$ cat src/arf_pkg.sv
// shared constants and types for the result buffer host port
package arf_pkg;
   localparam int unsigned DATA_W     = 12;
   localparam int unsigned REG_W      = 10;
   localparam int unsigned DEPTH      = 16;
   localparam int unsigned PTR_W      = 4;
   localparam int unsigned CNT_W      = 5;
   localparam int unsigned CH_W       = 2;

   // register addresses carried on data bits 11:10
   localparam logic [1:0] ADDR_CONV   = 2'h0;
   localparam logic [1:0] ADDR_FIFO   = 2'h1;
   localparam int unsigned ADDR_LSB   = 10;

   // conversion setup fields
   localparam int unsigned CS_VREF    = 0;
   localparam int unsigned CS_MODE    = 1;
   localparam int unsigned CS_PD      = 2;
   localparam int unsigned CS_CHSEL   = 3;
   localparam int unsigned CS_DIFF    = 5;
   localparam int unsigned CS_SCAN    = 7;
   localparam int unsigned CS_TEST    = 8;
   localparam logic [9:0] CONV_RESET  = 10'h020;

   // buffer setup fields
   localparam int unsigned FS_RESET   = 0;
   localparam int unsigned FS_CLEAR   = 1;
   localparam int unsigned FS_TRIG    = 2;
   localparam int unsigned FS_DTYPE   = 4;
   localparam int unsigned FS_DPOL    = 5;
   localparam int unsigned FS_RW      = 6;
   localparam int unsigned FS_FMT     = 7;
   localparam int unsigned FS_OFFSET  = 8;
   localparam int unsigned FS_REGISTER_READBACK_EN   = 9;
   localparam logic [9:0] FIFO_RESET  = 10'h000;

   // trigger levels for one enabled input
   localparam logic [4:0] TRIG_L0     = 5'h01;
   localparam logic [4:0] TRIG_L1     = 5'h04;
   localparam logic [4:0] TRIG_L2     = 5'h08;
   localparam logic [4:0] TRIG_L3     = 5'h0E;

   localparam logic [11:0] MSB_FLIP   = 12'h800;

   // a result word entering the buffer
   typedef struct packed {
      logic [1:0]  chan;
      logic [11:0] code;
   } arf_word_t;

   typedef enum logic [1:0] {
      ARF_IDLE  = 2'b00,
      ARF_PULSE = 2'b01
   } arf_state_t;
endpackage

$ cat src/arf_top.sv
// result buffer with trigger logic and parallel host port
`timescale 1ns/1ns
`default_nettype none

// Summary of operation
// - binary format: positive reference FFF, mid 800, negative 000.
// - twos complement format: positive 7FF, mid 000, negative 800.
// - differential results use the same codes as single-ended results.
// - sixteen-entry circular store, pointers wrap at the end.
// - every finished conversion from the first scan channel on enters the buffer without host action.
// - read pointer addresses next entry to read, advances per read.
// - write pointer marks last written entry; trigger pointer marks last entry of last completed block.
// - multi-input results written in fixed channel order.
// - data ready asserted when new results equal programmed trigger level.
// - each block returned starts with first channel of scan order; code aligns only the first block after reset or clear to channel 0.
// - single input allows trigger levels one, four, eight, fourteen.
// - data ready is a one-cycle pulse per completed block, active low unless the polarity bit is set.
// - internal read strobe combines both chip selects and read input.
// - two ten-bit setup registers program the operating mode.
// - data bits eleven and ten carry the register address.
// - address 0 conversion setup, address 1 buffer setup, others ignored.
// - conversion setup fields: vref, mode, power down, select, diff, scan.
// - buffer setup fields: reset, clear, trigger, ready type, format.
module arf_top (
   input  wire logic                  clk,
   input  wire logic                  sys_rst,
   input  wire logic                  result_valid,
   output logic                       result_ready,
   input  wire logic [11:0]           result_code,
   input  wire logic [1:0]            result_chan,
   input  wire logic                  select_low_in_n,
   input  wire logic                  select_high_in,
   input  wire logic                  rd_n,
   input  wire logic                  wr_n,
   input  wire logic [11:0]           data_in,
   output logic      [11:0]           data_out,
   output logic                       data_oe,
   output logic                       data_ready_flag,
   output logic      [9:0]            conversion_setup,
   output logic      [9:0]            fifo_output_setup
);

   // trigger level decode, used for count compare and block size
   function automatic logic [4:0] trig_level(input logic [1:0] sel);
      unique case (sel)
         2'd0: trig_level = arf_pkg::TRIG_L0;
         2'd1: trig_level = arf_pkg::TRIG_L1;
         2'd2: trig_level = arf_pkg::TRIG_L2;
         2'd3: trig_level = arf_pkg::TRIG_L3;
      endcase
   endfunction

   // strobe decode
   logic rd_sel;
   logic wr_sel;
   assign rd_sel = ~select_low_in_n & select_high_in & ~rd_n;
   assign wr_sel = ~select_low_in_n & select_high_in & ~wr_n;

   logic rd_q, wr_q;
   logic rd_pulse, wr_pulse;
   assign rd_pulse = rd_sel & ~rd_q;
   assign wr_pulse = wr_sel & ~wr_q;

   // setup registers
   logic [9:0] conv_d, conv_q, fset_d, fset_q;
   logic       soft_clear;
   always_comb begin
      conv_d     = conv_q;
      fset_d     = fset_q;
      soft_clear = 1'b0;
      if (wr_pulse) begin
         unique case (data_in[arf_pkg::ADDR_LSB +: 2])
            arf_pkg::ADDR_CONV: conv_d = data_in[9:0];
            arf_pkg::ADDR_FIFO: begin
               fset_d = data_in[9:0];
               soft_clear = data_in[arf_pkg::FS_RESET]
                          | data_in[arf_pkg::FS_CLEAR];
            end
            default: ; // reserved codes ignored
         endcase
      end
      // reset and clear bits act once and do not stay set
      fset_d[arf_pkg::FS_RESET] = 1'b0;
      fset_d[arf_pkg::FS_CLEAR] = 1'b0;
      if (wr_pulse && data_in[arf_pkg::ADDR_LSB +: 2] == arf_pkg::ADDR_FIFO
          && data_in[arf_pkg::FS_RESET]) begin
         conv_d = arf_pkg::CONV_RESET;
         fset_d = arf_pkg::FIFO_RESET;
      end
   end

   always_ff @(posedge clk or posedge sys_rst) begin
      if (sys_rst) begin
         conv_q <= arf_pkg::CONV_RESET;
         fset_q <= arf_pkg::FIFO_RESET;
         rd_q   <= 1'b0;
         wr_q   <= 1'b0;
      end else begin
         conv_q <= conv_d;
         fset_q <= fset_d;
         rd_q   <= rd_sel;
         wr_q   <= wr_sel;
      end
   end

   // output formatting
   logic [11:0] fmt_code;
   always_comb begin
      fmt_code = result_code;
      if (fset_q[arf_pkg::FS_FMT])
         fmt_code = result_code ^ arf_pkg::MSB_FLIP;
   end

   // two-entry skid buffer in front of the store
   arf_pkg::arf_word_t sk_mem_d [2];
   arf_pkg::arf_word_t sk_mem_q [2];
   logic [1:0] sk_cnt_d, sk_cnt_q;
   logic       sk_push, sk_pop, sk_head_d, sk_head_q;
   logic       store_full;
   arf_pkg::arf_word_t in_word, sk_out;
   assign in_word.code = fmt_code;
   assign in_word.chan = result_chan;
   assign sk_out       = sk_mem_q[sk_head_q];
   assign sk_push      = result_valid & result_ready;
   assign sk_pop       = (sk_cnt_q != 2'd0) & ~store_full;

   always_comb begin
      sk_mem_d  = sk_mem_q;
      sk_cnt_d  = sk_cnt_q;
      sk_head_d = sk_head_q;
      if (sk_push)
         sk_mem_d[sk_head_q ^ sk_cnt_q[0]] = in_word;
      if (sk_pop)
         sk_head_d = ~sk_head_q;
      sk_cnt_d = sk_cnt_q + {1'b0, sk_push} - {1'b0, sk_pop};
      if (soft_clear) begin
         sk_cnt_d  = 2'd0;
         sk_head_d = 1'b0;
      end
   end

   logic ready_d;
   assign ready_d = (sk_cnt_d != 2'd2) & ~conv_q[arf_pkg::CS_PD];

   always_ff @(posedge clk or posedge sys_rst) begin
      if (sys_rst) begin
         sk_mem_q[0]  <= '0;
         sk_mem_q[1]  <= '0;
         sk_cnt_q     <= 2'd0;
         sk_head_q    <= 1'b0;
         result_ready <= 1'b0;
      end else begin
         sk_mem_q     <= sk_mem_d;
         sk_cnt_q     <= sk_cnt_d;
         sk_head_q    <= sk_head_d;
         result_ready <= ready_d;
      end
   end

   // circular store and pointers
   logic [11:0] mem_q [16];
   logic [3:0]  wptr_d, wptr_q, rptr_d, rptr_q, tptr_d, tptr_q;
   logic [4:0]  fill_d, fill_q, tcnt_d, tcnt_q;
   logic        aligned_d, aligned_q;
   logic        accept, do_rd, block_done;
   logic [4:0]  level;

   assign level      = trig_level(fset_q[arf_pkg::FS_TRIG +: 2]);
   assign store_full = (fill_q == 5'(arf_pkg::DEPTH));
   // wait for the first scan channel before counting a block
   assign accept     = sk_pop & (aligned_q | (sk_out.chan == 2'd0));
   assign do_rd      = rd_pulse & (fill_q != 5'd0);

   always_comb begin
      wptr_d     = wptr_q;
      rptr_d     = rptr_q;
      tptr_d     = tptr_q;
      fill_d     = fill_q;
      tcnt_d     = tcnt_q;
      aligned_d  = aligned_q | accept;
      block_done = 1'b0;
      if (accept) begin
         wptr_d = wptr_q + 4'd1;
         tcnt_d = tcnt_q + 5'd1;
         if (tcnt_q + 5'd1 == level) begin
            block_done = 1'b1;
            tcnt_d     = 5'd0;
            tptr_d     = wptr_q + 4'd1;
         end
      end
      if (do_rd)
         rptr_d = rptr_q + 4'd1;
      fill_d = fill_q + {4'd0, accept} - {4'd0, do_rd};
      if (soft_clear) begin
         wptr_d    = 4'd15;
         rptr_d    = 4'd0;
         tptr_d    = 4'd15;
         fill_d    = 5'd0;
         tcnt_d    = 5'd0;
         aligned_d = 1'b0;
      end
   end

   always_ff @(posedge clk or posedge sys_rst) begin
      if (sys_rst) begin
         wptr_q    <= 4'd15;
         rptr_q    <= 4'd0;
         tptr_q    <= 4'd15;
         fill_q    <= 5'd0;
         tcnt_q    <= 5'd0;
         aligned_q <= 1'b0;
      end else begin
         wptr_q    <= wptr_d;
         rptr_q    <= rptr_d;
         tptr_q    <= tptr_d;
         fill_q    <= fill_d;
         tcnt_q    <= tcnt_d;
         aligned_q <= aligned_d;
      end
   end

   // store array, written in arrival (channel) order
   always_ff @(posedge clk) begin
      if (accept)
         mem_q[wptr_q + 4'd1] <= sk_out.code;
   end

   // host read data and bus enable
   logic [11:0] dout_d;
   always_comb begin
      dout_d = data_out;
      if (rd_pulse) begin
         if (fset_q[arf_pkg::FS_REGISTER_READBACK_EN])
            dout_d = {2'b00, conv_q};
         else
            dout_d = mem_q[rptr_q];
      end
   end

   // data ready pulse, one cycle, polarity from buffer setup
   arf_pkg::arf_state_t st_d, st_q;
   logic dav_d;
   always_comb begin
      st_d = block_done ? arf_pkg::ARF_PULSE : arf_pkg::ARF_IDLE;
      dav_d = (st_d == arf_pkg::ARF_PULSE) ^ ~fset_q[arf_pkg::FS_DPOL];
   end

   always_ff @(posedge clk or posedge sys_rst) begin
      if (sys_rst) begin
         data_out          <= 12'h000;
         data_oe           <= 1'b0;
         data_ready_flag   <= 1'b1;
         st_q              <= arf_pkg::ARF_IDLE;
         conversion_setup  <= arf_pkg::CONV_RESET;
         fifo_output_setup <= arf_pkg::FIFO_RESET;
      end else begin
         data_out          <= dout_d;
         data_oe           <= rd_sel;
         data_ready_flag   <= dav_d;
         st_q              <= st_d;
         conversion_setup  <= conv_d;
         fifo_output_setup <= fset_d;
      end
   end

endmodule

`default_nettype wire

$ cat config.mk
export PLATFORM = sky130hd
export DESIGN_NAME = arf_top
export DESIGN_NICKNAME = d
export VERILOG_FILES = /design/src/arf_pkg.sv /design/src/arf_top.sv
export SDC_FILE = /design/constraint.sdc
export NUM_CORES = 1
export LEC_CHECK = 0
export BUFFER_PORTS_ARGS = -buffer_cell sky130_fd_sc_hd__buf_2
export CORE_MARGIN = 2
export CORE_UTILIZATION = 40
export CTS_CLUSTER_SIZE = 10
export DETAILED_ROUTE_END_ITERATION = 12
export GPL_ROUTABILITY_DRIVEN = 0
export PLACE_DENSITY_LB_ADDON = 0.15
export SLEW_MARGIN = 20
export SYNTH_ARGS = -nofsm -noshare
export SYNTH_HDL_FRONTEND = slang
export SYNTH_SLANG_ARGS = --single-unit
$ cat constraint.sdc
create_clock -name clk -period 4 [get_ports clk]
set_clock_uncertainty 0.05 [all_clocks]
set_input_delay 0.8 -clock clk [delete_from_list [all_inputs] [get_ports clk]]
set_output_delay 0.8 -clock clk [all_outputs]
set_load 0.05 [all_outputs]
Yosys cells after proc, flatten, opt, wreduce, memory -nomap -nowiden

Memory sizes are Yosys's and may differ from the RTL's.
Index checks and enable logic that the tools add are counted.

Register bits: 86
Bits in writable memories: 192
Input bits: 33
Output and inout bits: 35
Memories: 1

$add $sub $neg: 7
Magnitude comparators: 3
Equality and inequality tests: 8
Multiplexer cells: 34
Bitwise gates (word level): 27
Reduce and logical (&&, ||, !) cells: 16

Memories:

| name  | words | bits a word | rd ports | clocked after memory_dff | write ports | RTL line       | text |
|---|---|---|---|---|---|---|---|
| mem_q | 16    | 12          | 1        | 0                        | 1           | arf_top.sv:161 | `logic [11:0] mem_q [16];` |

Operators by type and width:

| kind                                                             | count |
|---|---|
| 10-bit 2-to-1 mux                                                | 6 |
| 14-bit 2-to-1 mux                                                | 4 |
| 28-bit bitwise mux                                               | 1 |
| 12-bit 2-to-1 mux                                                | 2 |
| 5-bit 2-to-1 mux                                                 | 4 |
| 5-bit case mux with 4 select lines                               | 1 |
| 4-bit 2-to-1 mux                                                 | 4 |
| 14-bit demux with 1-bit select                                   | 1 |
| 2-bit nonzero test                                               | 7 |
| 1-bit bitwise AND                                                | 10 |
| 1-bit 2-to-1 mux                                                 | 10 |
| 1-bit NOT                                                        | 10 |
| 4-bit by 1-bit adder with 4-bit output (second input constant)   | 2 |
| 2-bit logical NOT                                                | 3 |
| 5-bit by 1-bit adder with 5-bit output                           | 1 |
| 5-bit by 1-bit adder with 5-bit output (second input constant)   | 1 |
| 5-bit == test                                                    | 1 |
| 5-bit == test (second input constant)                            | 1 |
| 5-bit nonzero test                                               | 1 |
| 5-bit by 1-bit subtractor with 5-bit output                      | 1 |
| 2-bit by 1-bit == test with 1-bit output (second input constant) | 2 |
| 2-bit == test (second input constant)                            | 2 |
| 2-bit greater-or-equal comparator (second input constant)        | 2 |
| 1-bit NOT with 2-bit output                                      | 2 |
| other kinds (10)                                                 | 16 |

Longest topological paths before layout

Depth after elaboration: 11
Gate-level depth with buffers: 15
Mapped depth without buffers: 15

Worst setup path before layout

No wires, ideal clock.

Path kind: in2reg
Start: in select_low_in_n
End: reg fill_q[4]
Arrival: 2,923 ps
Path slack: 901 ps
Stages: 13
Path buffers: 1
Cell sequence: or4b_1 > clkbuf_1 > nor2_2 > ha_1 > inv_1 > ha_1 > inv_1 > fa_1 > inv_1 > a21oi_1 > nor2_1 > or3_1 > a21oi_1

Longest elaborated chain between the ends: 7
Elaborated cells on any way between the ends: 10
Classes of those cells: add/sub (1); mux (2); bitwise (7)

Ends and longest elaborated chain:

| item                                        | RTL line                     | text |
|---|---|---|
| from (decl)                                 | arf_top.sv:31                | `input wire logic select_low_in_n,` |
| 1-bit NOT (*)                               | arf_top.sv:56, arf_top.sv:57 |  |
| 1-bit bitwise AND (*)                       | arf_top.sv:56, arf_top.sv:57 |  |
| 1-bit bitwise AND                           | arf_top.sv:56                | `assign rd_sel = ~select_low_in_n & select_high_in & ~rd_n;` |
| 1-bit bitwise AND                           | arf_top.sv:61                | `assign rd_pulse = rd_sel & ~rd_q;` |
| 1-bit bitwise AND                           | arf_top.sv:172               | `assign do_rd = rd_pulse & (fill_q != 5'd0);` |
| 5-bit by 1-bit subtractor with 5-bit output | arf_top.sv:193               | `fill_d = fill_q + {4'd0, accept} - {4'd0, do_rd};` |
| 5-bit 2-to-1 mux (*)                        | arf_top.sv:194               | `if (soft_clear) begin` |
| named net fill_d[4]                         | arf_top.sv:163               | `logic [4:0] fill_d, fill_q, tcnt_d, tcnt_q;` |
| to (signal assigned)                        | arf_top.sv:216               | `fill_q <= fill_d;` |
| to (decl)                                   | arf_top.sv:163               |  |

Mark *: on every way through the listed nets, which the timed path passes. The rest lies on a longest branch.
A chain may end at the register's enable or synchronous reset.

Worst setup path in the final report

Start: reg sk_head_q
End: reg fill_q[4]

Longest elaborated chain between the ends: 10

Ends and longest elaborated chain:

| item                                                 | RTL line       | text |
|---|---|---|
| from (decl)                                          | arf_top.sv:118 | `logic sk_push, sk_pop, sk_head_d, sk_head_q;` |
| from (signal assigned)                               | arf_top.sv:155 | `sk_head_q <= sk_head_d;` |
| 1-bit NOT with 2-bit output (implied by the code)    | arf_top.sv:123 | `assign sk_out = sk_mem_q[sk_head_q];` |
| 14-bit 2-to-1 mux (implied by the code) (3 in a row) | arf_top.sv:123 |  |
| 2-bit logical NOT                                    | arf_top.sv:171 | `assign accept = sk_pop & (aligned_q \| (sk_out.chan == 2'd0));` |
| 1-bit OR                                             | arf_top.sv:171 |  |
| 1-bit bitwise AND                                    | arf_top.sv:171 |  |
| 5-bit by 1-bit adder with 5-bit output               | arf_top.sv:193 |  |
| 5-bit by 1-bit subtractor with 5-bit output          | arf_top.sv:193 |  |
| 5-bit 2-to-1 mux                                     | arf_top.sv:194 |  |
| named net fill_d[4]                                  | arf_top.sv:163 |  |

The timed path passes the listed nets, and every way through them passes these cells. The select of a mux whose other input is x is not followed.

==> flow_summary_export.csv <==
group,metric,value,unit
detailed_routing,post-route-drc-count,0,
flow_run,drv_cap,0,
clock_tree,cts_root_buffer,"clkbuf_16",
floorplan,dieArea,29800,sq um
clock_tree,cts_hold_buf,0,
clock_tree,clk_pin_slew,60,ps
worst_setup_path,worst-setup-path-type,"reg2reg",
sta,min_period_over_period,0.834,
clock_tree,postCtsSetupBuffers,0,
global_routing,grt_pass1_wl,37.9,mm
synthesis,synth_flop_cell,"edfxtp_1",
clock_tree,cts.sinks,276,
clock_tree,cts_buffers,34,
detailed_routing,wl_per_cell,20.6,microns
sta,period_needed,3330,ps
sta,slew_viol_final,0,
synthesis,yosys.area.top_type,"edfxtp_1",
worst_setup_path,cp_common_cell,"inv_1",
floorplan,core,27900,sq um
detailed_routing,via_per_inst,5.17,
cells_and_area,syn2layout_area_growth,16.1,%
power_and_ir_drop,swShare,0.342,
sta,max_freq,0.300,GHz
floorplan,initial_core_util,0.408,
power_and_ir_drop,p_per_area,855,nW/um^2
synthesis,netlist_area,11400,sq um
synthesis,synth_edf_count,192,
sta,tightest_slew,833,ps
worst_setup_path,path_buf_inv,4,
sta,relSlewSlack,0.443,
cells_and_area,nFillCells,2433,
power_and_ir_drop,combPwrFrac,0.325,
synthesis,synth_area_leaders,"edfxtp_1, dfrtp_1, mux4_2",
synthesis,yosysSeqAreaShare,0.692,
floorplan,io_pins,68,
clock_tree,clk_latency,500,ps
global_routing,grt_overflow,0,
clock_tree,htree_levels,2,
floorplan,die_y,173,microns
detailed_routing,drtPass1Iterations,5,
min_path,worstHoldPathType,"in2async",
power_and_ir_drop,cellLeakagePower,4.91,nW
sta,setup_violations,0,
power_and_ir_drop,p_int,0.00743,W
worst_setup_path,path_cells,"or3b_1, a311oi_4, inv_2, ha_1, inv_1, ha_1, inv_1, fa_1, inv_1, a21oi_1, nor2_1, or3_1, a21oi_1",
cells_and_area,nets,837,
power_and_ir_drop,ir_drop,0.000504,V
detailed_routing,antenna_left,0,
global_routing,grt_max_degree,38,
clock_tree,cts_buffer_depth,3,
worst_setup_path,cp_max_fo,16,
worst_setup_path,critPathTopFamily,"simple AND/OR/NAND/NOR gates",
synthesis,ys_warn_count,0,
power_and_ir_drop,p_seq_frac,0.433,
synthesis,synth_cell_type_count,54,
synthesis,synthArstFlopShare,0.304,
placement,port_buffers,65,
global_routing,antenna_found_initial,0,
synthesis,synth_top_area_frac,0.507,
power_and_ir_drop,p_sw,0.00387,W
global_routing,grt_use_total,0.166,
synthesis,syn-instance-count,691,
worst_setup_path,cp-start-kind,"flop",
outcome,status,"finished clean",
cells_and_area,drive_gt1_frac,0.274,
floorplan,chipWidth,173,microns
worst_setup_path,arrival,3700,ps
cells_and_area,final_cells,1191,
detailed_routing,drt_wl_total,24.5,mm
worst_setup_path,cp-end-kind,"flop",
synthesis,synth.avg_cell_area,16.5,sq um
detailed_routing,drt_iter0_drc,399,
detailed_routing,via_count,6162,
floorplan,rows,61,
clock_tree,tritoncts,"built",
sta,final-hold-violation-count,0,
placement,dp_hpwl,16.2,mm
synthesis,yosysMostFrequentCell,"edfxtp_1",
synthesis,ys_ff_latch,276,
sta,rsz0062_at_grt,"no",
sta,setup_tns,0,ps
placement,dp_cells,1130,
global_routing,first_global_vias,6407,
worst_setup_path,required,4370,ps
clock_tree,cts.repair.resized,0,
power_and_ir_drop,power_frac_clock,0.242,
cells_and_area,num_antenna_cells,0,
worst_setup_path,crit_slowest_cell,"dfrtp_1",
worst_setup_path,critPathMaxStageDelay,780,ps
synthesis,synth_commonest_cells,"edfxtp_1, dfrtp_1, nor2_1",
## worst reg2reg max path, cell delays in order, from the launching register on
cell and delay [ps]:
dfrtp_1 780, or3b_1 470, a311oi_4 310, inv_2 130
ha_1 290, inv_1 40, ha_1 190, inv_1 70
fa_1 210, inv_1 50, a21oi_1 120, nor2_1 60
or3_1 340, a21oi_1 170
## stage by stage
step                instance area [sq um]   util  worst slack [ps]  hold WS, ps  power, W
global route                        13200  0.474               423          314    0.0119
floorplan                           11400      -               901          424   0.00751
finish                              13200  0.474               666          288    0.0113
CTS                                 13200  0.474               600          292    0.0114
detailed placement                  12200  0.439               608          428   0.00867
global placement                    12200  0.439               702          400   0.00848
## path summary, 6_finish.rpt
path | startpoint | endpoint | slack, ps | depth (start not counted)
max reg2reg | sk_head_q | fill_q[4] | 670 | 13
max | sk_head_q | fill_q[4] | 670 | 13
min in group clk | wr_n | wr_q | 410 | 2
min | sys_rst | tcnt_q[0] | 290 | 2
min reg2reg | fifo_output_setup[8] | fifo_output_setup[8] | 430 | 2
max in group asynchronous | sys_rst | rptr_q[0] | 2800 | 3
## cells by family after synthesis
group | after synthesis | synth area share
AO/OA/AOI/OAI | 81 | 0.0517
XOR/XNOR | 20 | 0.0167
adder cells (fa/ha/maj) | 16 | 0.0183
AND/OR/NAND/NOR | 127 | 0.0541
buffers and inverters | 53 | 0.0220
multiplexers | 117 | 0.145
flip-flops | 276 | 0.692
other | 1 | 0.000330
## cell usage in the layout, fill, tap and decap left out, types with 17 or more instances in the layout
| master | count |
|---|---|
| a22oi_1 | 17 |
| buf_2 | 65 |
| buf_4 | 29 |
| clkbuf_1 | 21 |
| clkbuf_16 | 34 |
| dfrtp_1 | 77 |
| edfxtp_1 | 192 |
| inv_1 | 17 |
| mux2_2 | 40 |
| mux2i_1 | 43 |
| mux4_2 | 34 |
| nand2_1 | 25 |
| nor2_1 | 47 |
## flip-flops by register name, summed over array words and instances, names as in the netlist, 5 cells and up
register           cells
mem_q                192
sk_mem_q              28
data_out              12
conversion_setup      10
fifo_output_setup      8
fill_q                 5
tcnt_q                 5
## final cells by class
class / instances / area (sq um) / share of cell area
flip-flops and latches: 276 / 7880 / 0.596
inverters: 19 / 72.6 / 0.00549
repair buffers: 94 / 543 / 0.0411
well taps: 378 / 473 / 0.0358
clock inverters: 5 / 46.3 / 0.00350
clock buffers: 56 / 943 / 0.0714
multi-input cells: 363 / 3260 / 0.246
## routing by layer
layer  share of wire  routed length [microns]  global-route usage  vias to the layer above
li1                -                        -                   -                     2844
met1            0.47                    11500               0.233                     3121
met2            0.46                    11400               0.264                      159
met3           0.045                     1100              0.0334                       38
met4           0.023                      567              0.0491                        0
met5               0                        0                   0                        -
## power groups by stage
stage | combinational, W | sequential (W) | clock [W]
3_5_place_dp | 0.00371 | 0.00496 | 0
5_1_grt | 0.00403 | 0.00500 | 0.00291
2_1_floorplan | 0.00254 | 0.00496 | 0
4_1_cts | 0.00372 | 0.00491 | 0.00281
6_report | 0.00368 | 0.00489 | 0.00273
3_3_place_gp | 0.00356 | 0.00491 | 0
Power figures use the tool's default switching activity.
